===== src/rtl/epg_pkg.sv =====
package epg_pkg;

  // clock and time base
  localparam longint EPG_CLK_HZ = 250000000;
  localparam longint EPG_MCLK_HZ = 3579545;
  localparam longint EPG_SAMPLE_MCLKS = 8 * 256;
  localparam longint EPG_CLK_PER_MS = EPG_CLK_HZ / 1000;
  localparam int EPG_SAMPLE_CYC = int'((EPG_SAMPLE_MCLKS * EPG_CLK_HZ) / EPG_MCLK_HZ);
  localparam int EPG_CAL_WIDTH_MS = 1;
  localparam int EPG_MOT_WIDTH_MS = 200;
  localparam int EPG_LED_WIDTH_MS = 80;
  localparam int EPG_CAL_WIDTH_CYC = int'(EPG_CAL_WIDTH_MS * EPG_CLK_PER_MS);
  localparam int EPG_MOT_WIDTH_CYC = int'(EPG_MOT_WIDTH_MS * EPG_CLK_PER_MS);
  localparam int EPG_LED_WIDTH_CYC = int'(EPG_LED_WIDTH_MS * EPG_CLK_PER_MS);

  // register byte addresses
  localparam logic [7:0] EPG_ADDR_CONFIG = 8'h00;
  localparam logic [7:0] EPG_ADDR_THRESH = 8'h04;
  localparam logic [7:0] EPG_ADDR_STATUS = 8'h08;
  localparam logic [7:0] EPG_ADDR_ACCUM = 8'h0c;
  localparam logic [7:0] EPG_ADDR_UNITS = 8'h10;

  // config field layout
  localparam int EPG_GAIN_LSB = 0;
  localparam int EPG_CALSEL_LSB = 2;
  localparam int EPG_MOTSEL_LSB = 4;
  localparam int EPG_LEDSEL_LSB = 6;

  // select codes and defaults
  localparam logic [1:0] EPG_GAIN_DEF = 2'h3;
  localparam logic [1:0] EPG_GAIN_BAD = 2'h1;
  localparam logic [1:0] EPG_GAIN_16 = 2'h2;
  localparam logic [1:0] EPG_CALSEL_DEF = 2'h1;
  localparam logic [1:0] EPG_MOTSEL_DEF = 2'h2;
  localparam logic [2:0] EPG_LEDSEL_DEF = 3'h5;
  localparam logic [2:0] EPG_LEDSEL_BAD = 3'h7;
  localparam logic [4:0] EPG_GAIN_X20 = 5'h14;
  localparam logic [4:0] EPG_GAIN_X16 = 5'h10;
  localparam logic [4:0] EPG_GAIN_X4 = 5'h04;
  localparam logic [1:0] EPG_PROG_MAX = 2'h2;
  localparam logic [31:0] EPG_THRESH_DEF = 32'h0010_0000;

  // unit pulses: one unit is 1/51200 kWh; shifts give each output period
  localparam logic [3:0] EPG_CAL_SHIFT_BASE = 4'h6;
  localparam logic [3:0] EPG_SLOW_SHIFT_BASE = 4'h9;
  localparam int EPG_UNIT_W = 9;
  localparam int EPG_HPF_SHIFT = 8;

  // axi responses
  localparam logic [1:0] EPG_RESP_OKAY = 2'h0;
  localparam logic [1:0] EPG_RESP_SLVERR = 2'h2;

  // effective pulse selections
  typedef struct packed {
    logic [4:0] gain;
    logic [1:0] cal_sel;
    logic [1:0] mot_sel;
    logic [2:0] led_sel;
  } epg_sel_t;

  // pulse shaper state
  typedef struct packed {
    logic high;
    logic [31:0] on_cnt;
    logic [31:0] per_cnt;
  } epg_shp_t;

endpackage


===== src/rtl/epg_energy_pulse.sv =====
`timescale 1ns/10ps
module epg_energy_pulse
  import epg_pkg::*;
#(
  parameter int SAMPLE_CYC = EPG_SAMPLE_CYC,
  parameter int CAL_WIDTH_CYC = EPG_CAL_WIDTH_CYC,
  parameter int MOT_WIDTH_CYC = EPG_MOT_WIDTH_CYC,
  parameter int LED_WIDTH_CYC = EPG_LED_WIDTH_CYC
)
(
  // clock and reset
  input wire logic aclk,
  input wire logic aresetn,
  // axi4-lite write address and data
  input wire logic [7:0] s_axi_awaddr,
  input wire logic s_axi_awvalid,
  output logic s_axi_awready,
  input wire logic [31:0] s_axi_wdata,
  input wire logic [3:0] s_axi_wstrb,
  input wire logic s_axi_wvalid,
  output logic s_axi_wready,
  // axi4-lite write response
  output logic [1:0] s_axi_bresp,
  output logic s_axi_bvalid,
  input wire logic s_axi_bready,
  // axi4-lite read
  input wire logic [7:0] s_axi_araddr,
  input wire logic s_axi_arvalid,
  output logic s_axi_arready,
  output logic [31:0] s_axi_rdata,
  output logic [1:0] s_axi_rresp,
  output logic s_axi_rvalid,
  input wire logic s_axi_rready,
  // digitised channel samples
  input wire logic signed [15:0] voltage_in_pos,
  input wire logic signed [15:0] voltage_in_neg,
  input wire logic signed [15:0] current_in_pos,
  input wire logic signed [15:0] current_in_neg,
  // mode pins
  input wire logic direction_mode_in,
  input wire logic test_mode_strap,
  // pulse and status outputs
  output logic cal_pulse_out,
  output logic motor_phase_pos,
  output logic motor_phase_neg,
  output logic led_pulse_out,
  output logic flow_sign_out,
  output logic calib_mode_out
);

  // whole module state
  typedef struct packed {
    logic aw_got;
    logic w_got;
    logic [7:0] aw_addr;
    logic [31:0] w_data;
    logic bvalid;
    logic [1:0] bresp;
    logic rvalid;
    logic [1:0] rresp;
    logic [31:0] rdata;
    logic [10:0] cfg;
    logic [3:0] cfg_prog;
    logic [1:0] prog_cnt;
    logic [31:0] thresh;
    logic strap_taken;
    logic calib;
    logic [31:0] smp_cnt;
    logic smp_step;
    logic signed [31:0] v_dc;
    logic signed [31:0] i_dc;
    logic signed [16:0] v_f;
    logic signed [16:0] i_f;
    logic signed [47:0] accum;
    logic [EPG_UNIT_W-1:0] units;
    logic [31:0] unit_total;
    logic cal_trig;
    logic mot_trig;
    logic led_trig;
    logic mot_phase;
    logic flow_sign;
    logic last_neg;
  } epg_state_t;

  epg_state_t st_r;
  epg_state_t st_nxt;
  epg_sel_t sel;
  logic signed [16:0] v_raw;
  logic signed [16:0] i_raw;
  logic signed [47:0] power;
  logic [3:0] cal_shift;
  logic [3:0] mot_shift;
  logic [3:0] led_shift;
  logic [EPG_UNIT_W-1:0] units_inc;
  logic [2:0] trig_v;
  logic [2:0] pulse_v;
  logic [31:0] width_v [3];
  logic [2:0] duty_v;
  logic wr_fire;

  // field with fallback to its default when never programmed
  function automatic logic [2:0] eff_code(input logic [2:0] code, input logic prog,
                                          input logic [2:0] dflt, input logic [2:0] bad);
    eff_code = (!prog || code == bad) ? dflt : code;
  endfunction

  // is this bit of the unit count at a period boundary
  function automatic logic at_boundary(input logic [EPG_UNIT_W-1:0] cnt,
                                       input logic [3:0] shift);
    logic [EPG_UNIT_W-1:0] mask;
    mask = EPG_UNIT_W'((1 << shift) - 1);
    at_boundary = (cnt & mask) == '0;
  endfunction

  // decode effective selections
  always_comb
  begin
    logic [2:0] g;
    g = eff_code({1'b0, st_r.cfg[EPG_GAIN_LSB +: 2]}, st_r.cfg_prog[0],
                 {1'b0, EPG_GAIN_DEF}, {1'b0, EPG_GAIN_BAD});
    unique case (g[1:0])
      EPG_GAIN_DEF: sel.gain = EPG_GAIN_X20;
      EPG_GAIN_16: sel.gain = EPG_GAIN_X16;
      default: sel.gain = EPG_GAIN_X4;
    endcase
    sel.cal_sel = 2'(eff_code({1'b0, st_r.cfg[EPG_CALSEL_LSB +: 2]},
                              st_r.cfg_prog[1],
                              {1'b0, EPG_CALSEL_DEF}, 3'h4));
    sel.mot_sel = 2'(eff_code({1'b0, st_r.cfg[EPG_MOTSEL_LSB +: 2]},
                              st_r.cfg_prog[2],
                              {1'b0, EPG_MOTSEL_DEF}, 3'h4));
    sel.led_sel = eff_code(st_r.cfg[EPG_LEDSEL_LSB +: 3], st_r.cfg_prog[3],
                           EPG_LEDSEL_DEF, EPG_LEDSEL_BAD);
  end

  // unit periods: units run at 512 per 100 pulses/kWh step
  assign mot_shift = EPG_SLOW_SHIFT_BASE - {2'h0, sel.mot_sel};
  assign cal_shift = EPG_CAL_SHIFT_BASE - {2'h0, sel.mot_sel}
                     - {2'h0, sel.cal_sel};
  assign led_shift = EPG_SLOW_SHIFT_BASE - {1'b0, sel.led_sel};

  // differential inputs and gain-scaled power
  assign v_raw = 17'(voltage_in_pos) - 17'(voltage_in_neg);
  assign i_raw = 17'(current_in_pos) - 17'(current_in_neg);
  assign power = 48'(st_r.v_f * st_r.i_f * $signed({1'b0, sel.gain}));
  assign units_inc = st_r.units + 1'b1;
  assign wr_fire = st_r.aw_got && st_r.w_got && !st_r.bvalid;

  always_comb
  begin
    logic [31:0] rd;
    logic [1:0] rr;
    logic signed [47:0] acc_add;
    logic signed [31:0] v_hp;
    logic signed [31:0] i_hp;
    rd = 32'h0;
    rr = EPG_RESP_OKAY;
    acc_add = 48'sh0;
    v_hp = 32'sh0;
    i_hp = 32'sh0;
    st_nxt = st_r;
    st_nxt.cal_trig = 1'b0;
    st_nxt.mot_trig = 1'b0;
    st_nxt.led_trig = 1'b0;
    st_nxt.smp_step = 1'b0;

    // strap caught once after reset release
    if (!st_r.strap_taken)
    begin
      st_nxt.strap_taken = 1'b1;
      st_nxt.calib = test_mode_strap;
    end

    // write channel: address and data in either order
    if (s_axi_awvalid && !st_r.aw_got)
    begin
      st_nxt.aw_got = 1'b1;
      st_nxt.aw_addr = s_axi_awaddr;
    end
    if (s_axi_wvalid && !st_r.w_got)
    begin
      st_nxt.w_got = 1'b1;
      st_nxt.w_data = s_axi_wdata;
    end
    if (wr_fire)
    begin
      st_nxt.aw_got = 1'b0;
      st_nxt.w_got = 1'b0;
      st_nxt.bvalid = 1'b1;
      st_nxt.bresp = EPG_RESP_OKAY;
      unique case (st_r.aw_addr)
        EPG_ADDR_CONFIG:
        begin
          // storage accepts two programming passes only
          if (st_r.prog_cnt < EPG_PROG_MAX)
          begin
            st_nxt.cfg = st_r.w_data[10:0];
            st_nxt.cfg_prog = '1;
            st_nxt.prog_cnt = st_r.prog_cnt + 2'h1;
          end
          else
          begin
            st_nxt.bresp = EPG_RESP_SLVERR;
          end
        end
        EPG_ADDR_THRESH:
        begin
          st_nxt.thresh = st_r.w_data;
        end
        default: st_nxt.bresp = EPG_RESP_SLVERR;
      endcase
    end
    if (st_r.bvalid && s_axi_bready)
    begin
      st_nxt.bvalid = 1'b0;
    end

    // read channel
    unique case (s_axi_araddr)
      EPG_ADDR_CONFIG: rd = {21'h0, st_r.cfg};
      EPG_ADDR_THRESH: rd = st_r.thresh;
      EPG_ADDR_STATUS: rd = {23'h0, st_r.cfg_prog, direction_mode_in, st_r.flow_sign,
                             st_r.calib, st_r.prog_cnt};
      EPG_ADDR_ACCUM: rd = st_r.accum[31:0];
      EPG_ADDR_UNITS: rd = st_r.unit_total;
      default: rr = EPG_RESP_SLVERR;
    endcase
    if (s_axi_arvalid && !st_r.rvalid)
    begin
      st_nxt.rvalid = 1'b1;
      st_nxt.rdata = rd;
      st_nxt.rresp = rr;
    end
    if (st_r.rvalid && s_axi_rready)
    begin
      st_nxt.rvalid = 1'b0;
    end

    // sample cadence and high-pass filters
    if (st_r.smp_cnt >= 32'(SAMPLE_CYC - 1))
    begin
      st_nxt.smp_cnt = 32'h0;
      st_nxt.smp_step = 1'b1;
      // same filter for both channels, so no phase skew between them
      v_hp = 32'(v_raw) - (st_r.v_dc >>> EPG_HPF_SHIFT);
      i_hp = 32'(i_raw) - (st_r.i_dc >>> EPG_HPF_SHIFT);
      st_nxt.v_dc = st_r.v_dc + v_hp;
      st_nxt.i_dc = st_r.i_dc + i_hp;
      st_nxt.v_f = 17'(v_hp);
      st_nxt.i_f = 17'(i_hp);
    end
    else
    begin
      st_nxt.smp_cnt = st_r.smp_cnt + 32'h1;
    end

    // accumulate once per new sample
    if (st_r.smp_step)
    begin
      acc_add = power;
      if (!direction_mode_in && power < 0)
      begin
        acc_add = 48'sh0;
      end
      st_nxt.accum = st_r.accum + acc_add;
      st_nxt.last_neg = power < 0;
    end
    else if (st_r.accum > $signed({16'h0, st_r.thresh}))
    begin
      // one unit per cycle; the surplus stays for the next compare
      st_nxt.accum = st_r.accum - $signed({16'h0, st_r.thresh});
      st_nxt.units = units_inc;
      st_nxt.unit_total = st_r.unit_total + 32'h1;
      st_nxt.cal_trig = at_boundary(units_inc, cal_shift);
      st_nxt.mot_trig = at_boundary(units_inc, mot_shift);
      st_nxt.led_trig = at_boundary(units_inc, led_shift);
      st_nxt.flow_sign = st_r.last_neg;
    end

    // each motor pulse goes to the other phase
    if (st_r.mot_trig)
    begin
      st_nxt.mot_phase = !st_r.mot_phase;
    end
  end

  always_ff @(posedge aclk)
  begin
    if (!aresetn)
    begin
      st_r <= '0;
      st_r.thresh <= EPG_THRESH_DEF;
    end
    else
    begin
      st_r <= st_nxt;
    end
  end

  // pulse shapers: fast test, motor, indicator
  assign trig_v = {st_r.led_trig, st_r.mot_trig, st_r.cal_trig};
  assign width_v[0] = 32'(CAL_WIDTH_CYC);
  assign width_v[1] = 32'(MOT_WIDTH_CYC);
  assign width_v[2] = 32'(LED_WIDTH_CYC);
  assign duty_v = 3'h6; // fast test pulse never switches to half duty

  for (genvar k = 0; k < 3; k++)
  begin : g_shp
    epg_pulse_shaper u_shp (
      .aclk(aclk),
      .aresetn(aresetn),
      .trig(trig_v[k]),
      .width_cyc(width_v[k]),
      .duty_mode(duty_v[k]),
      .pulse(pulse_v[k])
    );
  end

  // outputs
  assign cal_pulse_out = pulse_v[0];
  assign motor_phase_pos = pulse_v[1] && st_r.mot_phase;
  assign motor_phase_neg = pulse_v[1] && !st_r.mot_phase;
  assign led_pulse_out = pulse_v[2];
  assign flow_sign_out = st_r.flow_sign;
  assign calib_mode_out = st_r.calib;
  assign s_axi_awready = !st_r.aw_got;
  assign s_axi_wready = !st_r.w_got;
  assign s_axi_bvalid = st_r.bvalid;
  assign s_axi_bresp = st_r.bresp;
  assign s_axi_arready = !st_r.rvalid;
  assign s_axi_rvalid = st_r.rvalid;
  assign s_axi_rdata = st_r.rdata;
  assign s_axi_rresp = st_r.rresp;

endmodule


===== src/rtl/epg_pulse_shaper.sv =====
`timescale 1ns/10ps
// stretches a one-cycle trigger into a pulse of fixed width, or of half
// the spacing since the previous trigger when that spacing is too short
module epg_pulse_shaper
  import epg_pkg::*;
(
  // clock and reset
  input wire logic aclk,
  input wire logic aresetn,
  // trigger and shape
  input wire logic trig,
  input wire logic [31:0] width_cyc,
  input wire logic duty_mode,
  // pulse out
  output logic pulse
);

  epg_shp_t st_r;
  epg_shp_t st_nxt;
  logic [31:0] half_per;

  assign half_per = {1'b0, st_r.per_cnt[31:1]};

  // one pulse per trigger; width latched when it starts
  always_comb
  begin
    st_nxt = st_r;
    if (st_r.per_cnt != '1)
    begin
      st_nxt.per_cnt = st_r.per_cnt + 32'h1; // saturates while idle
    end
    if (st_r.on_cnt != 32'h0)
    begin
      st_nxt.on_cnt = st_r.on_cnt - 32'h1;
    end
    else
    begin
      st_nxt.high = 1'b0;
    end
    if (trig)
    begin
      st_nxt.per_cnt = 32'h0;
      st_nxt.high = 1'b1;
      // short period: keep 50 % duty instead of the fixed width
      if (duty_mode && (half_per < width_cyc))
      begin
        st_nxt.on_cnt = (half_per == 32'h0) ? 32'h0 : half_per - 32'h1;
      end
      else
      begin
        st_nxt.on_cnt = width_cyc - 32'h1;
      end
    end
  end

  always_ff @(posedge aclk)
  begin
    if (!aresetn)
    begin
      st_r <= '{high: 1'b0, on_cnt: 32'h0, per_cnt: '1};
    end
    else
    begin
      st_r <= st_nxt;
    end
  end

  assign pulse = st_r.high;

endmodule


===== config.mk =====
export PLATFORM = sky130hd
export DESIGN_NAME = epg_energy_pulse
export DESIGN_NICKNAME = d
export VERILOG_FILES = /design/src/rtl/epg_pkg.sv /design/src/rtl/epg_energy_pulse.sv /design/src/rtl/epg_pulse_shaper.sv
export SDC_FILE = /design/constraint.sdc
export NUM_CORES = 2
export LEC_CHECK = 0
export BUFFER_PORTS_ARGS = -buffer_cell sky130_fd_sc_hd__buf_2
export CAP_MARGIN = 20
export CORE_MARGIN = 2
export CORE_UTILIZATION = 60
export DETAILED_ROUTE_END_ITERATION = 10
export PLACE_DENSITY = 0.85
export SETUP_SLACK_MARGIN = 0.15
export SKIP_LAST_GASP = 1
export SYNTH_ARGS = -nofsm -noshare
export SYNTH_HDL_FRONTEND = slang
export SYNTH_SLANG_ARGS = --single-unit
export TNS_END_PERCENT = 5

===== constraint.sdc =====
create_clock -name aclk -period 31 [get_ports aclk]
set_input_delay 0 -clock aclk [delete_from_list [all_inputs] [get_ports aclk]]
set_output_delay 0 -clock aclk [all_outputs]
set_load 0.05 [all_outputs]

=== Word-level counts from Yosys, hierarchy flattened ===
Cells that the tools add are included.
W data, S select, Z words.

* Add/sub/neg operators: 27
* $mul: 2
* $lt $le $gt $ge: 6
* Equal/unequal tests: 15
* Shifts and indexed selects: 3
* Muxes and demuxes: 30
* Bitwise gates (word level): 6
* Reductions and logical operators: 47

{| class="wikitable"
|+ Operators by type and width
! operator !! count
|-
| $mux W32 || 10
|-
| $mux W65 || 3
|-
| $add A32 B1 Y32 const B || 5
|-
| $pmux W32 S5 || 1
|-
| $mux W48 || 3
|-
| $mux W99 || 1
|-
| $ne A32 B32 Y1 const B || 3
|-
| $reduce_bool A32 Y1 || 3
|-
| $sub A32 B1 Y32 const B || 3
|-
| $mux W92 || 1
|-
| $add A32 B25 Y32 || 2
|-
| $logic_not A32 Y1 || 2
|-
| $sub A31 B1 Y32 const B || 2
|-
| $sub A17 B24 Y25 || 2
|-
| $add A48 B48 Y48 || 1
|-
| $gt A48 B33 Y1 || 1
|-
| $sub A48 B33 Y48 || 1
|-
| $lt A40 B1 Y1 const B || 1
|-
| $mul A34 B6 Y40 || 1
|-
| $mul A17 B17 Y34 || 1
|-
| $sub A16 B16 Y17 || 2
|-
| $ge A32 B18 Y1 const B || 1
|-
| $lt A31 B25 Y1 const B || 1
|-
| $lt A31 B26 Y1 const B || 1
|-
| other kinds (34) || 84
|}

* Bits in registers: 549
* Bits of input ports: 125

=== Depth between registers and ports, before layout ===
* Depth after elaboration: 12
* Depth in mapped cells: 54
* Mapped depth without buffers: 52

=== Modules after synthesis ===
From an unflattened synthesis, not the netlist that was laid out.

* Cells, all modules: 6986
* Area total of the unflattened synthesis: 55732.2 um^2

{| class="wikitable"
|+ Modules (own cells, without submodules)
! module !! instances !! cells each !! area each (um^2)
|-
| epg_energy_pulse || 1 || 4724 || 38390.6
|-
| epg_pulse_shaper || 3 || 754 || 5780.5
|}

=== Least setup slack after synthesis ===
OpenSTA, ideal clock, no wires.

* Kind: flip-flop to flip-flop
* Start: register st_r[97] (netlist name)
* End: register st_r[94] (netlist name)
* Data arrival time: 11.558 ns
* Data required time: 30.914 ns
* Path slack: 19.356 ns
* Stages on the path, launching flop included: 51
* Buffers on the path: 2
* Cell sequence: dfxtp_1 -> clkbuf_1 -> nand2_1 -> inv_1 -> fa_1 -> inv_1 -> fa_1 -> inv_1 -> fa_1 -> fa_1 -> fa_1 -> inv_1 -> fa_1 -> inv_1 -> ha_1 -> a21oi_1 -> o21ai_0 -> a21oi_1 -> (+15 left out) -> a31o_1 -> or2_0 -> a311o_1 -> and2_1 -> nor2_2 -> clkbuf_1 -> nor2_1 -> ha_1 -> nor4_1 -> o21ai_0 -> a211oi_1 -> o21ai_1 -> a21oi_1 -> nor3_1 -> or3_1 -> a21oi_1 -> xnor3_1 -> a211oi_1

* Longest elaborated chain between the ends: 8

{| class="wikitable"
|+ Ends and longest elaborated chain
! what !! line !! source
|-
| start: declaration || epg_energy_pulse.sv:85 || <nowiki>epg_state_t st_r;</nowiki>
|-
| start signal: assignment || epg_energy_pulse.sv:296 || <nowiki>st_r <= st_nxt;</nowiki>
|-
| $mul A17 B17 Y34 * || epg_energy_pulse.sv:145 || <nowiki>assign power = 48'(st_r.v_f * st_r.i_f * $signed({1'b0, sel.gain}));</nowiki>
|-
| $mul A34 B6 Y40 * || epg_energy_pulse.sv:145 ||
|-
| $lt A40 B1 Y1 || epg_energy_pulse.sv:261 || <nowiki>if (!direction_mode_in && power < 0)</nowiki>
|-
| $logic_and A1 B1 Y1 || epg_energy_pulse.sv:261 ||
|-
| $mux W48 * || epg_energy_pulse.sv:261 ||
|-
| $mux W48 * || epg_energy_pulse.sv:258 || <nowiki>if (st_r.smp_step)</nowiki>
|-
| $add A48 B48 Y48 * || epg_energy_pulse.sv:265 || <nowiki>st_nxt.accum = st_r.accum + acc_add;</nowiki>
|-
| $mux W48 * || epg_energy_pulse.sv:258 ||
|}

Mark *: on every way between the ends. The rest lies on a longest branch, timed or not. The select of a mux whose other input is x is not followed.
A chain may end at the register's enable or synchronous reset.

=== Worst setup path in the final report ===
* Start: register st_r[98] (netlist name)
* End: register st_r[94] (netlist name)

The elaborated chain is that of the path after synthesis.

==> flow_summary.ini <==
[status]
status = completed

[floorplan]
initial_utilization_pct = 60.5
io_pins = 172
rows = 103
fp.dieW_um = 286
die_h_um = 286
design.core.area_um2 = 78900
die-area_um2 = 81800

[placement]
hpwlAfterDp_um = 86000
place_area_um2 = 48900
place.port_buffers = 165
gp_congestion = 0.945
dp.cells = 6871

[drt]
wl_um = 117000
dr.pass1.iters = 6
vias = 41354
viasPerCell = 5.88
first_iter_violations = 3199
drc_errors = 0
wl_per_cell_um = 16.6
antenna_left = 0

[clock_network]
cts-htree-levels = 2
cts-buffers-inserted = 59
cts.sinks = 515
ctsRootBufferMaster = clkbuf_16
clock_path_buffers = 3
clkLatencyLatePin_ns = 0.65
post_cts_resized = 0
path_clk_slew_ns = 0.06
cts_tree = built

[timing]
holdWs_ns = 0.0651
hold_viol_final = 0
period_minus_slack_ns = 14.04
fin_crit_sh_pct = 45.3
fin_skew_ns = 0.0354
slew_viol_final = 0
worst_slew_pin_slew_ns = 1.07
relSlewSlack_pct = 29.0
tns_ns = 0
setup_viol = 0
rsz0062_at_grt = false
max_freq_mhz = 71.2

[synthesis]
yosysWarningCount = 0
synth_edf_count = 0
async_flop_share_pct = 0
syn_area_per_cell_um2 = 8.08
netlist_area_um2 = 47700
ys_seq_area_share_pct = 21.6
syn-instance-count = 5912
ys_ff_latch = 515
synth_cell_type_count = 91
yosys_most_used_dff = dfxtp_1

[critical_path]
end_kind = register
cp_common_cell = fa_1
cp_max_fo = 27
cp-start-kind = register
worstPathRequired_ns = 31.55
critPathKind = register to register
critPathArrivalTime_ns = 14.60
critPathSlowestCell = dfxtp_1
max_stage_delay_ns = 0.85

[grt]
grt-ovfl-total = 0
grt_pass1_wl_um = 195000
antenna_found_initial = 0
grt_max_degree = 114
grt_pass1_vias = 40755
grtUsageTotal_pct = 28.2

[layout]
nFillCells = 6414
stdcell_area_um2 = 51600
antennaDiodeCount = 0
stdcell_count = 7034
area_growth_pct = 8.01
nets = 6807
drive_gt1_share_pct = 6.02

[run]
max_cap_violations = 0

[worst_hold_path]
hold_class = input pin to register
==> worst max-delay path, delay by kind of cell, from the launching register on <==
family                     cells  cell delay [ns]
AOI/OAI and AO/OA             17             4.28
xor gates and xnor gates       2             0.42
adders and majority gates     11             4.62
buffers and inverters          6             1.19
DFF                            1             0.85
and+or+nand+nor               13             2.60
==> layer usage <==
layer	track usage [%]	share of wire, %
met5	0	0
met4	10.4	3.5
met3	3.17	5.7
met2	47.7	48
met1	37.1	43
==> flip-flops by register name, indices dropped and copies added, names as in the netlist <==
register / cells
g_shp.u_shp.st_r: 98
s_axi_rresp: 1
calib_mode_out: 1
s_axi_rdata: 32
g_shp.u_shp.half_per: 62
g_shp.u_shp.pulse: 3
s_axi_bvalid: 1
st_r: 314
s_axi_rvalid: 1
flow_sign_out: 1
s_axi_bresp: 1
==> timing repair <==
| action | in CTS | in global routing |
|---|---|---|
| setup buffers | 0 | 0 |
| endpoints found under the hold margin | 62 | 0 |
| hold buffers | 53 | 0 |
==> placed cells by master (no fill, tap or decap), types with 130 or more instances in the layout <==
cell type | synthesis | final
xor2_1 | 204 | 204
buf_2 | 20 | 164
fa_1 | 350 | 350
xnor2_1 | 271 | 271
dfxtp_1 | 515 | 514
a21o_1 | 132 | 130
nand2_1 | 671 | 671
o21ai_0 | 237 | 236
inv_1 | 559 | 559
nor2_1 | 555 | 554
a21oi_1 | 432 | 431
ha_1 | 395 | 395
and2_1 | 170 | 170
==> area by class of cell <==
type / instances / area (µm²) / share of cell area, %
multi-input cells: 4553 / 34100 / 66.1
flip-flops and latches: 515 / 10300 / 20.0
inverters: 561 / 2110 / 4.10
clock buffers: 76 / 1680 / 3.26
repair buffers: 247 / 1620 / 3.15
well taps: 1050 / 1310 / 2.55
clock inverters: 32 / 419 / 0.813
==> cell families (layout without fill, tap and decap cells) <==
group | after synthesis | after routing | synth area share [%]
compound gates | 1234 | 1234 | 16.3
simple gates | 2011 | 2011 | 19.7
flops | 515 | 515 | 21.6
other cells | 1 | 16 | 0.00785
fa+ha+maj | 745 | 745 | 25.0
mux | 71 | 71 | 1.50
buf+inv | 859 | 916 | 7.16
xor+xnor | 476 | 476 | 8.76
==> Yosys cell counts (9+ instances only) <==
library cell	instances	share of area, %
dfxtp_1	515	22
buf_2	20	0.21
a21o_1	132	2.1
nand4_1	53	0.69
ha_1	395	10
a21boi_0	11	0.17
xor2_1	204	3.7
o31ai_1	21	0.33
and2_1	170	2.2
o21a_1	38	0.60
o21bai_1	40	0.63
o22a_1	10	0.18
or2_2	18	0.24
nor3_1	118	1.2
a22oi_1	34	0.53
nor2_1	555	4.4
a311oi_1	9	0.17
buf_1	9	0.071
a221oi_1	9	0.17
nor4_1	45	0.59
o22ai_1	16	0.21
mux2i_1	67	1.4
nand2b_1	52	0.68
xnor2_1	271	5.0
nand3_1	109	1.1
or4_1	24	0.38
o211a_1	10	0.21
o211ai_1	15	0.24
clkbuf_1	226	1.8
and4_1	11	0.20
o21ai_0	237	2.5
nor3b_1	9	0.14
a211oi_1	83	1.3
a211o_1	16	0.29
buf_4	41	0.64
or3_1	41	0.54
and3_1	55	0.72
inv_1	559	4.4
fa_1	350	15
nor2b_1	54	0.71
a21oi_1	432	4.5
a31oi_1	28	0.37
nand2_1	671	5.3
o221ai_1	11	0.20
==> stage by stage <==
step,setup WS (ns),utilization [%]
5_1_grt,15.91,65.4
3_5_place_dp,17.18,62.0
4_1_cts,17.09,65.3
3_3_place_gp,17.45,62.0
2_1_floorplan,19.36,-
6_report,16.96,65.4
==> path summary, 6_finish.rpt <==
check / start / to / slack, ns / cells past startpoint
min reg2reg: st_r[276]$_SDFFE_PN0P_ / st_r[276]$_SDFFE_PN0P_ / 0.45 / 2
max reg2reg: st_r[98]$_SDFFE_PN0P_ / st_r[94]$_SDFFE_PN0P_ / 16.96 / 49
max: st_r[98]$_SDFFE_PN0P_ / st_r[94]$_SDFFE_PN0P_ / 16.96 / 49
min: s_axi_arvalid / s_axi_rresp[1]$_SDFFE_PN0P_ / 0.07 / 4
Power is left out: the tool's default activity adds up to more than one toggle a clock period on the data nets, which glitch-free logic cannot reach.
